File: config.mk
export PLATFORM = sky130hd
export DESIGN_NAME = ihie_top
export DESIGN_NICKNAME = d
export VERILOG_FILES = /design/src/hw/ihie_pkg.sv /design/src/hw/ihie_top.sv
export VERILOG_INCLUDE_DIRS = /design/src /design/src/hw
export SDC_FILE = /design/constraint.sdc
export NUM_CORES = 1
export LEC_CHECK = 0
export BUFFER_PORTS_ARGS = -buffer_cell sky130_fd_sc_hd__buf_4
export CAP_MARGIN = 20
export CORE_MARGIN = 2
export CORE_UTILIZATION = 36
export DETAILED_ROUTE_END_ITERATION = 10
export SLEW_MARGIN = 20
export SYNTH_ARGS = -nofsm -noshare
export SYNTH_HDL_FRONTEND = slang
export SYNTH_SLANG_ARGS = --single-unit
File: constraint.sdc
create_clock -name sys_clk -period 2.17 [get_ports sys_clk]
set_clock_uncertainty 0.15 [all_clocks]
set_input_delay 0.3255 -clock sys_clk [delete_from_list [all_inputs] [get_ports sys_clk]]
set_output_delay 0.3255 -clock sys_clk [all_outputs]
set_load 0.005 [all_outputs]
File: src/hw/ihie_params.svh
/*
 * Register offsets, field positions and reset values of the I2C
 * host interface block. Assumes inclusion by bare name.
 */
`ifndef IHIE_PARAMS_SVH
`define IHIE_PARAMS_SVH

// word offsets (byte addresses)
`define IHIE_OFF_OWN_ADDR   6'h00
`define IHIE_OFF_MASK       6'h04
`define IHIE_OFF_STATUS     6'h08
`define IHIE_OFF_CLK_LOW    6'h0c
`define IHIE_OFF_CLK_HIGH   6'h10
`define IHIE_OFF_COUNT      6'h14
`define IHIE_OFF_RX_DATA    6'h18
`define IHIE_OFF_TARGET     6'h1c
`define IHIE_OFF_TX_DATA    6'h20
`define IHIE_OFF_MODE       6'h24
`define IHIE_OFF_VECTOR     6'h28
`define IHIE_OFF_EXT_MODE   6'h2c
`define IHIE_OFF_PRESCALE   6'h30
`define IHIE_OFF_ID_ONE     6'h34
`define IHIE_OFF_ID_TWO     6'h38

// event bit positions, shared by mask and status
`define IHIE_BIT_ARB_LOST   0
`define IHIE_BIT_NACK       1
`define IHIE_BIT_ACC_READY  2
`define IHIE_BIT_RX_READY   3
`define IHIE_BIT_TX_READY   4
`define IHIE_BIT_STOP_DET   5
`define IHIE_BIT_ADDR_SLV   6

// mode register fields
`define IHIE_MODE_RUN       0
`define IHIE_MODE_TEN_BIT   1
`define IHIE_MODE_FREE      2

// reset values
`define IHIE_RST_OWN_ADDR   10'h000
`define IHIE_RST_MASK       7'h00
`define IHIE_RST_STATUS     7'h10
`define IHIE_RST_MODE       3'h0
`define IHIE_RST_WORD       16'h0000

`endif

File: src/hw/ihie_pkg.sv
/*
 * Types of the I2C host interface block.
 * Assumes ihie_params.svh sits beside it.
 */
package ihie_pkg;
   typedef logic [5:0]  ihie_addr_t;
   typedef logic [31:0] ihie_word_t;
   typedef logic [6:0]  ihie_evt_t;
   typedef logic [9:0]  ihie_slave_id_t;
   typedef logic [7:0]  ihie_byte_t;
endpackage

File: src/hw/ihie_top.sv
/*
 * Host side of an I2C controller: register file, interrupt status,
 * mask and vector, DMA request pulses, own-address match, stop
 * detection and emulation suspend gating.
 * Assumes a bus engine on sys_clk that reports copies into and out of
 * the shift registers and slave address phases; scl/sda pins are
 * asynchronous and synchronised here.
 * Limitations: shifting, arbitration and clock division live in the
 * bus engine; the divider, count, target, extended mode and prescaler
 * registers are only stored here and read back.
 * Trade-off: irq is registered from next_status, so it changes on the same edge as its flag but
 * never glitches; a vector read drops it one cycle so that each further
 * pending flag shows as a fresh request.
 */
// Our own choice: strobed register access.
// What this block does
// the controller drives its own interrupt line, shared with no other source
// copy from receive shift register to holding register raises receive DMA event
// copy from transmit holding to shift register raises transmit DMA event
// suspend with free-run clear stops data exchange on the bus
// suspend with free-run set is ignored, operation continues
// software leaves offsets outside the fifteen defined words untouched
// 7-bit mode matches only own address bits 6-0
// 10-bit mode matches all ten own address bits
// own address is a read/write 10-bit field resetting to zero
// reserved bits of own address and mask read zero, writes ignored
// mask holds seven read/write enables resetting to zero
// each mask bit gates its event's interrupt request
// events set flags regardless of mask; mask only gates forwarding
// vector read returns lowest pending code, clears it, re-raises if more
// each DMA event is a single-cycle pulse per byte
// decode on word offsets; reserved offsets read zero without side effects
`timescale 1ns/1ps
`include "ihie_params.svh"

module ihie_top #(
   parameter int WORD_W   = 16,
   parameter logic [31:0] ID_ONE = 32'h0000_0101, // arbitrary value
   parameter logic [31:0] ID_TWO = 32'h0000_0002  // arbitrary value
) (
   // clock and reset
   input  wire  logic                    sys_clk,
   input  wire  logic                    rst,
   // register port
   input  wire  ihie_pkg::ihie_addr_t    reg_addr,
   input  wire  ihie_pkg::ihie_word_t    reg_wdata,
   input  wire  logic                    reg_wr,
   input  wire  logic                    reg_rd,
   output       ihie_pkg::ihie_word_t    reg_rdata,
   // processor interrupt and DMA requests
   output       logic                    irq,
   output       logic                    rx_dma_request,
   output       logic                    tx_dma_request,
   // emulation
   input  wire  logic                    emu_suspend,
   // bus pins (inputs only, sampled)
   input  wire  logic                    scl_in,
   input  wire  logic                    sda_in,
   // bus engine reports
   input  wire  logic                    rx_copy,
   input  wire  ihie_pkg::ihie_byte_t    rx_shift_register,
   input  wire  logic                    tx_copy,
   input  wire  logic                    addr_valid,
   input  wire  ihie_pkg::ihie_slave_id_t addr_seen,
   input  wire  logic                    evt_arb_lost,
   input  wire  logic                    evt_nack,
   input  wire  logic                    evt_acc_ready,
   // to bus engine
   output       ihie_pkg::ihie_byte_t    tx_shift_register,
   output       logic                    bus_run,
   output       logic                    ten_bit_addressing,
   output       ihie_pkg::ihie_slave_id_t own_slave_id,
   output       logic                    addr_hit
);
   import ihie_pkg::*;

   // elaboration check: below 8 bits a divider or count is of little use,
   // above 32 the register word could not carry it
   if (WORD_W < 8 || WORD_W > 32) begin : g_width_check
      $error("WORD_W must lie in 8..32");
   end

   ////////////////////////////////////////////////////////////////////
   // pin synchronisers and stop detection

   // two-stage synchronisers and the previous sample of each pin
   logic [1:0] scl_sync;
   logic [1:0] sda_sync;
   logic       sda_last;
   logic       scl_last;
   logic [1:0] next_scl_sync;
   logic [1:0] next_sda_sync;
   logic       next_sda_last;
   logic       next_scl_last;
   logic       stop_seen;

   // first stage feeds only the second; edges use the second stage
   always_comb begin
      next_scl_sync = {scl_sync[0], scl_in};
      next_sda_sync = {sda_sync[0], sda_in};
      next_sda_last = sda_sync[1];
      next_scl_last = scl_sync[1];
   end

   // reset to the idle-high level, so no false stop follows reset
   always_ff @(posedge sys_clk) begin
      if (rst) begin
         scl_sync <= 2'h3;
         sda_sync <= 2'h3;
         sda_last <= 1'b1;
         scl_last <= 1'b1;
      end else begin
         scl_sync <= next_scl_sync;
         sda_sync <= next_sda_sync;
         sda_last <= next_sda_last;
         scl_last <= next_scl_last;
      end
   end

   // stop: data rises while clock stays high
   // two high clock samples, so a data edge racing a clock edge is no stop
   assign stop_seen = sda_sync[1] & ~sda_last & scl_sync[1] & scl_last;

   ////////////////////////////////////////////////////////////////////
   // software registers

   // flops of the software-visible registers
   logic [9:0]        own_addr;
   ihie_evt_t         mask;
   logic [2:0]        mode;
   logic [WORD_W-1:0] clk_low;
   logic [WORD_W-1:0] clk_high;
   logic [WORD_W-1:0] count;
   logic [9:0]        target;
   ihie_byte_t        tx_hold;
   logic [WORD_W-1:0] ext_mode;
   logic [7:0]        prescale;
   // next values of the same
   logic [9:0]        next_own_addr;
   ihie_evt_t         next_mask;
   logic [2:0]        next_mode;
   logic [WORD_W-1:0] next_clk_low;
   logic [WORD_W-1:0] next_clk_high;
   logic [WORD_W-1:0] next_count;
   logic [9:0]        next_target;
   ihie_byte_t        next_tx_hold;
   logic [WORD_W-1:0] next_ext_mode;
   logic [7:0]        next_prescale;

   // upper bits never stored, so they read back as zero
   // only defined offsets decode, so a reserved write changes nothing
   always_comb begin
      next_own_addr = own_addr;
      next_mask     = mask;
      next_mode     = mode;
      next_clk_low  = clk_low;
      next_clk_high = clk_high;
      next_count    = count;
      next_target   = target;
      next_tx_hold  = tx_hold;
      next_ext_mode = ext_mode;
      next_prescale = prescale;
      if (reg_wr) begin
         unique case (reg_addr)
            `IHIE_OFF_OWN_ADDR: next_own_addr = reg_wdata[9:0];
            `IHIE_OFF_MASK:     next_mask = reg_wdata[6:0];
            `IHIE_OFF_MODE:     next_mode = reg_wdata[2:0];
            `IHIE_OFF_CLK_LOW:  next_clk_low = reg_wdata[WORD_W-1:0];
            `IHIE_OFF_CLK_HIGH: next_clk_high = reg_wdata[WORD_W-1:0];
            `IHIE_OFF_COUNT:    next_count = reg_wdata[WORD_W-1:0];
            `IHIE_OFF_TARGET:   next_target = reg_wdata[9:0];
            `IHIE_OFF_TX_DATA:  next_tx_hold = reg_wdata[7:0];
            `IHIE_OFF_EXT_MODE: next_ext_mode = reg_wdata[WORD_W-1:0];
            `IHIE_OFF_PRESCALE: next_prescale = reg_wdata[7:0];
            default: ;
         endcase
      end
   end

   // every register clears on rst; the run bit starts cleared as well
   always_ff @(posedge sys_clk) begin
      if (rst) begin
         own_addr <= `IHIE_RST_OWN_ADDR;
         mask     <= `IHIE_RST_MASK;
         mode     <= `IHIE_RST_MODE;
         clk_low  <= WORD_W'(`IHIE_RST_WORD);
         clk_high <= WORD_W'(`IHIE_RST_WORD);
         count    <= WORD_W'(`IHIE_RST_WORD);
         target   <= 10'h000;
         tx_hold  <= 8'h00;
         ext_mode <= WORD_W'(`IHIE_RST_WORD);
         prescale <= 8'h00;
      end else begin
         own_addr <= next_own_addr;
         mask     <= next_mask;
         mode     <= next_mode;
         clk_low  <= next_clk_low;
         clk_high <= next_clk_high;
         count    <= next_count;
         target   <= next_target;
         tx_hold  <= next_tx_hold;
         ext_mode <= next_ext_mode;
         prescale <= next_prescale;
      end
   end

   ////////////////////////////////////////////////////////////////////
   // event flags, vector and data path

   // flag state, vector decode and byte holding
   ihie_evt_t  status;
   ihie_evt_t  next_status;
   ihie_evt_t  evt_set;
   ihie_evt_t  vec_clear;
   logic [2:0] vec_code;
   ihie_byte_t rx_hold;
   ihie_byte_t next_rx_hold;
   ihie_byte_t next_tx_shift;
   logic       match;
   logic       vec_read;
   logic       running;

   // emulation suspend halts the engine only without free-run
   // suspend is a same-clock level, so it is read without synchronisers
   assign running = mode[`IHIE_MODE_RUN] &
                    (~emu_suspend | mode[`IHIE_MODE_FREE]);

   // 7-bit mode compares low bits only
   // bits 9-7 are don't-care then, whatever software left in them
   always_comb begin
      if (mode[`IHIE_MODE_TEN_BIT]) begin
         match = (addr_seen == own_addr);
      end else begin
         match = (addr_seen[6:0] == own_addr[6:0]);
      end
   end

   // lowest bit number wins; code is bit index plus one
   // the loop runs downwards so the last hit, the lowest bit, sets the code
   // code zero means that no flag is pending
   always_comb begin
      vec_code  = 3'h0;
      vec_clear = 7'h00;
      for (int i = 6; i >= 0; i--) begin
         if (status[i]) begin
            vec_code  = 3'(i + 1);
            vec_clear = 7'(1 << i);
         end
      end
   end

   // the vector read is a read with a side effect on the flags
   assign vec_read = reg_rd & (reg_addr == `IHIE_OFF_VECTOR);

   // flags set regardless of mask; set wins over any clear except the software reset
   always_comb begin
      // engine reports map one to one onto flag bits, except the address phase, which sets its flag only on an own-address match
      evt_set = 7'h00;
      evt_set[`IHIE_BIT_ARB_LOST]  = evt_arb_lost;
      evt_set[`IHIE_BIT_NACK]      = evt_nack;
      evt_set[`IHIE_BIT_ACC_READY] = evt_acc_ready;
      evt_set[`IHIE_BIT_RX_READY]  = rx_copy;
      evt_set[`IHIE_BIT_TX_READY]  = tx_copy;
      evt_set[`IHIE_BIT_STOP_DET]  = stop_seen;
      evt_set[`IHIE_BIT_ADDR_SLV]  = addr_valid & match;
      next_status = status;
      // write one to clear: zeros in the written word leave flags alone
      if (reg_wr && reg_addr == `IHIE_OFF_STATUS) begin
         next_status = next_status & ~reg_wdata[6:0];
      end
      if (vec_read) begin
         next_status = next_status & ~vec_clear;
      end
      // a rx holding read frees the receive flag
      if (reg_rd && reg_addr == `IHIE_OFF_RX_DATA) begin
         next_status[`IHIE_BIT_RX_READY] = 1'b0;
      end
      // new transmit byte written: holding register is full again
      if (reg_wr && reg_addr == `IHIE_OFF_TX_DATA) begin
         next_status[`IHIE_BIT_TX_READY] = 1'b0;
      end
      next_status = next_status | evt_set;
      // software reset outranks even a new event: the engine is idle then
      if (!mode[`IHIE_MODE_RUN]) begin
         next_status = `IHIE_RST_STATUS; // software reset
      end
      next_rx_hold  = rx_copy ? rx_shift_register : rx_hold;
      next_tx_shift = tx_copy ? tx_hold : tx_shift_register;
   end

   // flags restart with only the transmit-ready bit set
   always_ff @(posedge sys_clk) begin
      if (rst) begin
         status            <= `IHIE_RST_STATUS;
         rx_hold           <= 8'h00;
         tx_shift_register <= 8'h00;
      end else begin
         status            <= next_status;
         rx_hold           <= next_rx_hold;
         tx_shift_register <= next_tx_shift;
      end
   end

   ////////////////////////////////////////////////////////////////////
   // registered outputs: read data, interrupt, DMA pulses, bus run and address hit

   // next values of the registered outputs
   ihie_word_t next_rdata;
   logic       next_irq;
   logic       next_rx_dma;
   logic       next_tx_dma;
   logic       next_bus_run;
   logic       next_hit;

   // unknown offsets read zero and touch nothing
   // read data fall back to zero after the read cycle, so no stale word stands
   always_comb begin
      next_rdata = 32'h0000_0000;
      if (reg_rd) begin
         // reserved offsets fall to the default below
         unique case (reg_addr)
            `IHIE_OFF_OWN_ADDR: next_rdata = {22'h0, own_addr};
            `IHIE_OFF_MASK:     next_rdata = {25'h0, mask};
            `IHIE_OFF_STATUS:   next_rdata = {25'h0, status};
            `IHIE_OFF_CLK_LOW:  next_rdata = 32'(clk_low);
            `IHIE_OFF_CLK_HIGH: next_rdata = 32'(clk_high);
            `IHIE_OFF_COUNT:    next_rdata = 32'(count);
            `IHIE_OFF_RX_DATA:  next_rdata = {24'h0, rx_hold};
            `IHIE_OFF_TARGET:   next_rdata = {22'h0, target};
            `IHIE_OFF_TX_DATA:  next_rdata = {24'h0, tx_hold};
            `IHIE_OFF_MODE:     next_rdata = {29'h0, mode};
            `IHIE_OFF_VECTOR:   next_rdata = {29'h0, vec_code};
            `IHIE_OFF_EXT_MODE: next_rdata = 32'(ext_mode);
            `IHIE_OFF_PRESCALE: next_rdata = {24'h0, prescale};
            `IHIE_OFF_ID_ONE:   next_rdata = ID_ONE;
            `IHIE_OFF_ID_TWO:   next_rdata = ID_TWO;
            default:            next_rdata = 32'h0000_0000;
         endcase
      end
   end

   // a vector read drops the line one cycle so a fresh edge follows
   // irq uses next_status, so a set or clear shows one edge sooner
   always_comb begin
      next_irq     = |(next_status & mask) & ~vec_read;
      next_rx_dma  = rx_copy;
      next_tx_dma  = tx_copy;
      next_bus_run = running;
      next_hit     = addr_valid & match;
   end

   // every port here leaves a flip-flop, so the far side sees clean edges
   always_ff @(posedge sys_clk) begin
      if (rst) begin
         reg_rdata      <= 32'h0000_0000;
         irq            <= 1'b0;
         rx_dma_request <= 1'b0;
         tx_dma_request <= 1'b0;
         bus_run        <= 1'b0;
         addr_hit       <= 1'b0;
      end else begin
         reg_rdata      <= next_rdata;
         irq            <= next_irq;
         rx_dma_request <= next_rx_dma;
         tx_dma_request <= next_tx_dma;
         bus_run        <= next_bus_run;
         addr_hit       <= next_hit;
      end
   end

   // straight from the mode and address flops
   assign ten_bit_addressing = mode[`IHIE_MODE_TEN_BIT];
   assign own_slave_id       = own_addr;

endmodule

==> flow_summary.yaml, run 1 <==
status:
  outcome: "complete, no violations"
synthesis:
  ys_warn_count: 0
  postSynth.asyncResetShare: 0
  synth-simple-area-share: 0.214
  synth.distinct_cells: 52
  ys_seq_area_frac: 0.470
  ys_seq_elements: 160
  synth_xor_area_frac: 0.0129
  syn_inst: 811
  synth.area.mux_share: 0.0843
  synth_top_area_cell: "dfxtp_1"
  synth-edff-count: 0
  synthTopCellsByArea: "dfxtp_1, nand2_1, a21oi_1, mux2i_1, nor2_1"
  synth.avg_cell_area_um2: 8.40
  synth-main-ff-cell: "dfxtp_1"
  synth_top_cell_area_share: 0.470
  synth_area_um2: 6810
  synth_compound_area_frac: 0.158
  synth_adder_area_share: 0
  synth_top_family_by_area: "simple AND/OR/NAND/NOR gates"
global_routing:
  use_met1: 0.286
  grt_pass1_wl_um: 32700
  use_met3: 0.0388
  busiest_layer: "met2"
  grt_pass1_vias: 5822
  grt_max_degree: 106
  grtUsageMet2: 0.338
  antenna_found_initial: 0
  grt_usage: 0.212
  grt_overflow: 0
timing:
  rsz0062_at_grt: "no"
  fin_crit_sh: 0.877
  hold_viol: 0
  drv_slew: 0
  slew_headroom: 0.658
  worst_pin_slew_ps: 513
  setup-violations-final: 0
  max_freq_mhz: 525
  period_needed_ps: 1900
  tns_ps: 0
detailed_routing:
  wl_per_cell_um: 18.0
  antenna_left: 0
  first_pass_iters: 5
  wl_um: 21000
  dr_total_vias: 6247
  viasPerCell: 5.33
  drt_iter0_drc: 602
  drc: 0
critical_path:
  crit_type: "reg2reg"
  reg2reg_to: "irq"
  critPathCaptureType: "register"
  worstPathArrival_ps: 2060
  required_ps: 2320
  cp_max_fo: 6
  r2r-start: "status[0]"
  rr_worst_depth: 6
  cp-start-kind: "register"
  regToRegSetupSlack_ps: 270
power_and_ir_drop:
  vdd_drop_max_mv: 0.501
  leakagePower_nw: 3.25
  power_mw: 6.50
  powerDensity_nw_per_um2: 747
final_layout:
  final_nets: 993
  areaGrowthSynthToFinish_pct: 27.6
  n_antenna_cell: 0
  drive_above_1_share: 0.209
  fillCellCount: 1840
  final_util: 0.466
hold_path:
  min_to: "count[10]"
  holdPathStages: 3
  hp-start: "reg_wdata[10]"
  hold_path.class: "in2reg"
placed_design:
  hpwlAfterDp_um: 14300
  port_buffers: 92
  gp_congestion: 0.868
die:
  io_pins: 125
  die_w_um: 142
  initial_core_util: 0.365
  die-area_um2: 20000
  rows: 50
  coreArea_um2: 18600
  die_h_um: 142
cts:
  numClockSinks: 160
  cts_tree: "done"
  cts_resized: 0
  cts_setup_buffers: 0
  cts.clk_slew.worst_paths_ps: 60
  cts_buffer_depth: 2
  clk-insertion-delay-late_ps: 430
  ctsRootBufferMaster: "clkbuf_16"
  cts_buffers: 17
  ctsHtreeMaxLevel: 4
flow_run:
  maxCapViolCount: 0
-- worst max-delay path: stages, from the launching register on --
cell and delay (ps):
dfxtp_1 370, and4bb_2 350, nand2_1 70, o41a_1 300, a21oi_1 280, a21o_1 170
o211ai_1 80
-- layout by cell type, fill, tap and decap left out, types with 3 or more instances in the layout --
master / instances
buf_12: 6
a31oi_1: 12
dlygate4sd3_1: 15
nand2b_1: 5
clkbuf_16: 17
clkinvlp_4: 3
nand2_1: 192
buf_4: 138
and3_1: 9
a41oi_1: 3
dfxtp_1: 160
mux2i_1: 45
nand4_1: 9
bufinv_16: 3
or2_2: 7
nor2_1: 54
a221oi_1: 4
nor3_1: 4
a22o_1: 4
nand3_1: 32
nor2b_1: 6
mux4_2: 5
a21oi_1: 106
conb_1: 16
a222oi_1: 15
inv_1: 5
a22oi_1: 6
o21ai_0: 8
xnor2_1: 10
-- routing by layer --
layer	wire length, um	share of wire
met2	9840	0.47
met3	1130	0.054
met5	0	0
met4	607	0.029
met1	9470	0.45
-- cell families after synthesis --
family | count (synthesis)
xor+xnor | 10
simple gates | 330
other cells | 1
mux | 51
flops | 160
compound gates | 174
buf+inv | 85
-- area by class of cell --
cell class	count	area [um^2]	share of cell area
multi-input combinational	581	3260	0.375
sequential	160	3200	0.368
timing repair buffer	159	1310	0.150
clock buffer	21	460	0.0530
tap	234	293	0.0337
clock inverter	11	155	0.0178
inverter	5	18.8	0.00216
-- synth_stat cells, drive strengths merged, types with 2 or more instances --
cell	count
nor4b	2
a221oi	4
a31oi	12
a32oi	2
and2	2
nor2b	6
a22o	4
buf	40
xnor2	10
mux2i	45
nand4b	2
and3	9
o21ai	9
nor2	55
a22oi	6
nand3	32
nor3	6
a21oi	106
nand2b	5
dfxtp	160
nand4	9
nand2	192
mux4	5
a222oi	15
a41oi	3
inv	5
o211ai	2
clkbuf	40
or2	7
-- worst max path at each step --
stage	to	start	slack, ps	cells past startpoint
after floorplan	irq	reg_addr[3]	140	7
after global placement	irq	reg_addr[1]	50	8
after detailed placement	irq	reg_addr[1]	60	8
after CTS	irq	own_slave_id[8]	290	6
after global routing	irq	status[0]	150	6
final	irq	status[0]	270	6
-- timing repair --
| action | in CTS | in global routing |
|---|---|---|
| hold buffers | 14 | 1 |
| setup endpoints to repair | 0 | 0 |
| endpoints found under the hold margin | 14 | 1 |
-- flip-flops by register name, indices dropped and copies added, names as in the netlist, 10 cells and up --
signal,flops
clk_high,16
clk_low,16
count,16
ext_mode,16
reg_rdata,16
own_slave_id,10
target,10
-- where the power goes --
group | internal [mW] | leakage [nW] | switching [mW] | total (mW)
registers | 2.96 | 1.29 | 0.0152 | 2.98
clock network | 1.88 | 0.292 | 1.24 | 3.12
logic | 0.165 | 1.67 | 0.232 | 0.397
-- stage by stage --
stage	std cells	worst slack (ps)	hold slack [ps]	instance area [um^2]
floorplan	826	144	239	6870
global placement	1124	54.4	250	7930
detailed placement	1124	59.3	252	7930
CTS	1170	291	1.19	8680
global route	1171	148	6.89	8690
finish	1171	266	12.7	8690
(Power assumes the default switching activity.)
==> run 2, diff against run 1 <==
- CORE_UTILIZATION: 36 -> 58
- CTS_BUF_LIST: not set -> sky130_fd_sc_hd__clkbuf_8
- PLACE_DENSITY: not set -> 0.83
==> run 2 against run 1 <==
  * Critical path depth is the same
  * Sequential share of layout area grew 1.2 points
  * Die area shrank 37%
  * Global-route usage grew 13 points
  * Clock power shrank 24%
  * Total power shrank 12%
  * Sequential power is essentially flat
  * Design area shrank 3.1%
  * Count of clock-buffer cells in the layout shrank 4
  * Final cell count shrank 7.2%
  * Worst setup slack lost 42 ps
  * Combinational power grew 4%
==> flow_summary.yaml, run 2 (synthesis gave the netlist of run 1 again) <==
timing:
  hold_viol: 0
  setup-violations-final: 0
  fin_crit_sh: 0.897
  whs_ps: 46.7
  drv_slew: 0
  max_freq_mhz: 514
  tns_ps: 0
  period_needed_ps: 1950
  rsz0062_at_grt: "no"
detailed_routing:
  wl_um: 21400
  wl_per_cell_um: 19.7
  antenna_left: 0
  viasPerCell: 6.07
  first_pass_iters: 9
  drc: 0
  dr_total_vias: 6602
  drt_iter0_drc: 753
global_routing:
  antenna_found_initial: 0
  grt_pass1_wl_um: 33300
  grt_overflow: 0
  grt_pass1_vias: 6320
  grt_max_degree: 80
  grt_usage: 0.342
cts:
  cts_resized: 0
  cts_buffer_depth: 2
  cts_buffers: 17
  clk-insertion-delay-late_ps: 450
  numClockSinks: 160
  cts_tree: "done"
  cts.clk_slew.worst_paths_ps: 80
  ctsRootBufferMaster: "clkbuf_8"
  ctsHtreeMaxLevel: 4
die:
  rows: 39
  coreArea_um2: 11400
  die_h_um: 112
  die-area_um2: 12600
  io_pins: 125
  die_w_um: 112
  initial_core_util: 0.597
placed_design:
  port_buffers: 92
  dpl.cell_count: 1033
  hpwlAfterDp_um: 14800
  gp_congestion: 0.955
critical_path:
  required_ps: 2360
  reg2reg_to: "irq"
  critPathCaptureType: "register"
  cp-start-kind: "register"
  r2r-start: "status[0]"
  regToRegSetupSlack_ps: 220
  cp_max_fo: 6
  worstPathArrival_ps: 2130
  rr_worst_depth: 6
  crit_type: "reg2reg"
status:
  outcome: "complete, no violations"
final_layout:
  instances_no_fill: 1087
  drive_above_1_share: 0.206
  final_common_cell: "nand2_1"
  n_antenna_cell: 0
  areaGrowthSynthToFinish_pct: 23.6
  final_nets: 1000
  final_cell_mix: "nand2_1, dfxtp_1, buf_4, a21oi_1, nor2_1"
power_and_ir_drop:
  power_mw: 5.75
  powerDensity_nw_per_um2: 683
  vdd_drop_max_mv: 0.620
  leakagePower_nw: 3.20
hold_path:
  min_to: "clk_high[7]"
  hp-start: "reg_wdata[7]"
  holdPathStages: 3
  hold_path.class: "in2reg"
flow_run:
  maxCapViolCount: 0
[run 2: cell count changes in the layout (fill, tap and decap cells not counted), sizes merged]
cell         delta
clkinvlp        -1
dlygate4sd3     +7
inv             +5
clkinv          -1
bufinv          +1
clkbuf          -4
[run 2: worst max path at each step]
stage / start / to / cells after the start
2_1_floorplan: reg_addr[3] / irq / 7
5_1_grt: status[0] / irq / 6
3_5_place_dp: reg_addr[2] / reg_rdata[2] / 7
4_1_cts: status[0] / irq / 6
6_report: status[0] / irq / 6
3_3_place_gp: reg_addr[2] / reg_rdata[2] / 7
[run 2: power by group]
group / internal, mW / leakage, nW / total, mW / switching [mW]
Sequential: 2.96 / 1.29 / 2.97 / 0.0154
Clock: 1.25 / 0.224 / 2.36 / 1.11
Combinational: 0.175 / 1.69 / 0.413 / 0.237
[run 2: cell type report]
cell class                      count  area, um^2
Clock buffer                       17         234
Clock inverter                     15         193
Fill cell                         850        3000
Inverter                            5        18.8
Multi-Input combinational cell    581        3260
Sequential cell                   160        3200
Tap cell                          143         179
Timing Repair Buffer              166        1340
[run 2: metrics by stage]
stage,worst slack [ps],instance area [um^2],utilization
floorplan,144,6870,-
global placement,60.9,7780,0.681
detailed placement,49.9,7780,0.681
CTS,260,8420,0.738
global route,188,8420,0.738
finish,224,8420,0.738
[run 2: what timing repair did]
item | in CTS | in global routing
hold buffers | 22 | 0
hold endpoints to repair | 43 | 0
setup buffers | 0 | 0
[run 2: per-layer routing]
metal | vias to the layer above | global-route usage | share of wire
li1 | 3016 | - | -
met1 | 3155 | 0.436 | 0.40
met2 | 367 | 0.565 | 0.48
met3 | 64 | 0.0772 | 0.087
met4 | 0 | 0.137 | 0.034
met5 | - | 0 | 0
[run 2: worst max-delay path: stages, from the launching register on]
cell and delay, ps:
dfxtp_1 390, and4bb_2 360, nand2_1 90, o41a_1 320, a21oi_1 290, a21o_1 160, o211ai_1 70
==> run 3, diff against run 2 <==
- CORE_UTILIZATION: 58 -> 52
- PLACE_DENSITY: 0.83 -> 0.78
- clock period: 2.17 -> 1.7 ns (I/O delays scaled with it)
==> run 3 against run 2 <==
  * The flow now finishes with violations (design-rule violations, negative setup slack)
  * Via count rose by 1.8%
  * Maximum frequency increased by 13%
  * Count of clock-buffer cells in the layout grew 2
  * Largest cell class unchanged
  * Largest power group unchanged
==> flow_summary.yaml, run 3 (synthesis gave the netlist of run 1 again) <==
status:
  outcome: "finished with violations"
  violations: "design-rule violations, negative setup slack"
timing:
  setup_slack_ps: -26.5
  period_needed_ps: 1730
  max_freq_mhz: 579
  hold_viol: 0
  drv_slew: 0
  setup-violations-final: 1
  fin_crit_sh: 1.02
  rsz0062_at_grt: "yes"
  whs_ps: 28.7
  tns_ps: -26.5
detailed_routing:
  wl_um: 21800
  first_pass_iters: 11
  wl_per_cell_um: 18.4
  antenna_left: 0
  drt_iter0_drc: 806
  dr_total_vias: 6724
  drc: 2
  viasPerCell: 5.67
final_layout:
  fillCellCount: 1004
  final_common_cell: "buf_4"
  seq_area_um2: 3210
  multi_input_area_um2: 3300
  areaGrowthSynthToFinish_pct: 32.9
  drive_above_1_share: 0.267
  final_cell_mix: "buf_4, nand2_1, dfxtp_1, a21oi_1, nor2_1"
  final_nets: 1070
  n_antenna_cell: 0
die:
  rows: 41
  die-area_um2: 14000
  initial_core_util: 0.536
  io_pins: 125
  coreArea_um2: 12700
  die_h_um: 118
  die_w_um: 118
placed_design:
  gp_congestion: 0.932
  port_buffers: 92
  hpwlAfterDp_um: 15100
power_and_ir_drop:
  vdd_drop_max_mv: 0.775
  clkPwrFrac: 0.398
  cellInternalPower_mw: 5.47
  powerDensity_nw_per_um2: 807
  leakagePower_nw: 3.56
  p_comb_frac: 0.082
  switchingPower_mw: 1.84
  sw_frac_of_total: 0.251
  pwr-share-seq: 0.519
hold_path:
  hold_path.class: "in2reg"
  holdPathStages: 2
  hp-start: "rx_copy"
  min_to: "rx_dma_request"
flow_run:
  maxCapViolCount: 0
critical_path:
  worstPathArrival_ps: 1920
  slowest_delay_ps: 320
  cp-start-kind: "register"
  rr_worst_depth: 6
  cp_max_fo: 2
  r2r-start: "status[0]"
  crit_path_top_delay_cell: "o41a_1"
  crit_type: "reg2reg"
  path_delay_family: "compound AO/OA/AOI/OAI gates"
  required_ps: 1890
  critPathCaptureType: "register"
  regToRegSetupSlack_ps: -30
  cp.buffers_inverters: 0
  reg2reg_to: "irq"
  cp_cell_sequence: "and4bb_2 > nand2_2 > o41a_1 > a21oi_2 > a21o_1 > o211ai_1"
cts:
  clk-insertion-delay-late_ps: 460
  cts_buffer_depth: 2
  ctsHtreeMaxLevel: 4
  cts_buffers: 17
  numClockSinks: 160
  cts.clk_slew.worst_paths_ps: 80
  ctsRootBufferMaster: "clkbuf_8"
  cts_tree: "done"
global_routing:
  grt_max_degree: 48
  grt_pass1_vias: 6452
  antenna_found_initial: 0
  use_met3: 0.0521
  grt_pass1_wl_um: 33700
  use_met1: 0.404
  grtUsageMet2: 0.509
  grt_overflow: 0
  busiest_layer: "met2"
  grt_usage: 0.306
==> run 3: cell count changes in the layout (fill, tap and decap cells not counted), moves of 3 or more <==
cell,previous run,this run
inv_1,9,6
inv_6,2,6
dlygate4sd3_1,22,29
buf_4,141,202
==> run 3: how the worst max path moves through the flow <==
stage                     start   to  depth (start not counted)
floorplan           reg_addr[3]  irq                          7
global placement    reg_addr[1]  irq                          7
detailed placement  reg_addr[1]  irq                          7
CTS                   status[0]  irq                          6
global route          status[0]  irq                          7
finish                status[0]  irq                          6
==> run 3: power by group through the flow <==
stage	registers [mW]	clock network (mW)	logic [mW]
2_1_floorplan	3.87	0	0.271
5_1_grt	3.80	3.08	0.638
6_report	3.80	2.91	0.602
3_5_place_dp	3.88	0	0.530
3_3_place_gp	3.88	0	0.523
4_1_cts	3.79	2.93	0.586
==> run 3: stage by stage <==
stage | total power, mW | worst slack [ps] | util | area (um^2) | instances
2_1_floorplan | 4.15 | -203 | - | 6890 | 826
3_3_place_gp | 4.40 | -366 | 0.652 | 8290 | 1122
3_5_place_dp | 4.41 | -390 | 0.652 | 8290 | 1122
4_1_cts | 7.31 | 2.87 | 0.708 | 9000 | 1183
5_1_grt | 7.51 | -65.3 | 0.712 | 9060 | 1186
6_report | 7.31 | -26.5 | 0.712 | 9060 | 1186
==> run 3: timing repair <==
item	4_1_cts	5_1_grt
resized for setup	3	7
hold buffers	29	0
hold endpoints to repair	81	0
buffers inserted	0	3
setup endpoints to repair	2	2
pin swaps	2	1
==> run 3: area by class of cell <==
cell class                      instances  share of cell area
Sequential cell                       160               0.354
Multi-Input combinational cell        581               0.364
Tap cell                              172              0.0238
Clock inverter                         13              0.0164
Inverter                                5             0.00207
Timing Repair Buffer                  236               0.211
Clock buffer                           19              0.0289
==> run 3: layer usage <==
layer  vias up  wire (um)
li1       3161          -
met1      3169       8870
met2       337      10500
met3        57       1850
met4         0        563
met5         -          0
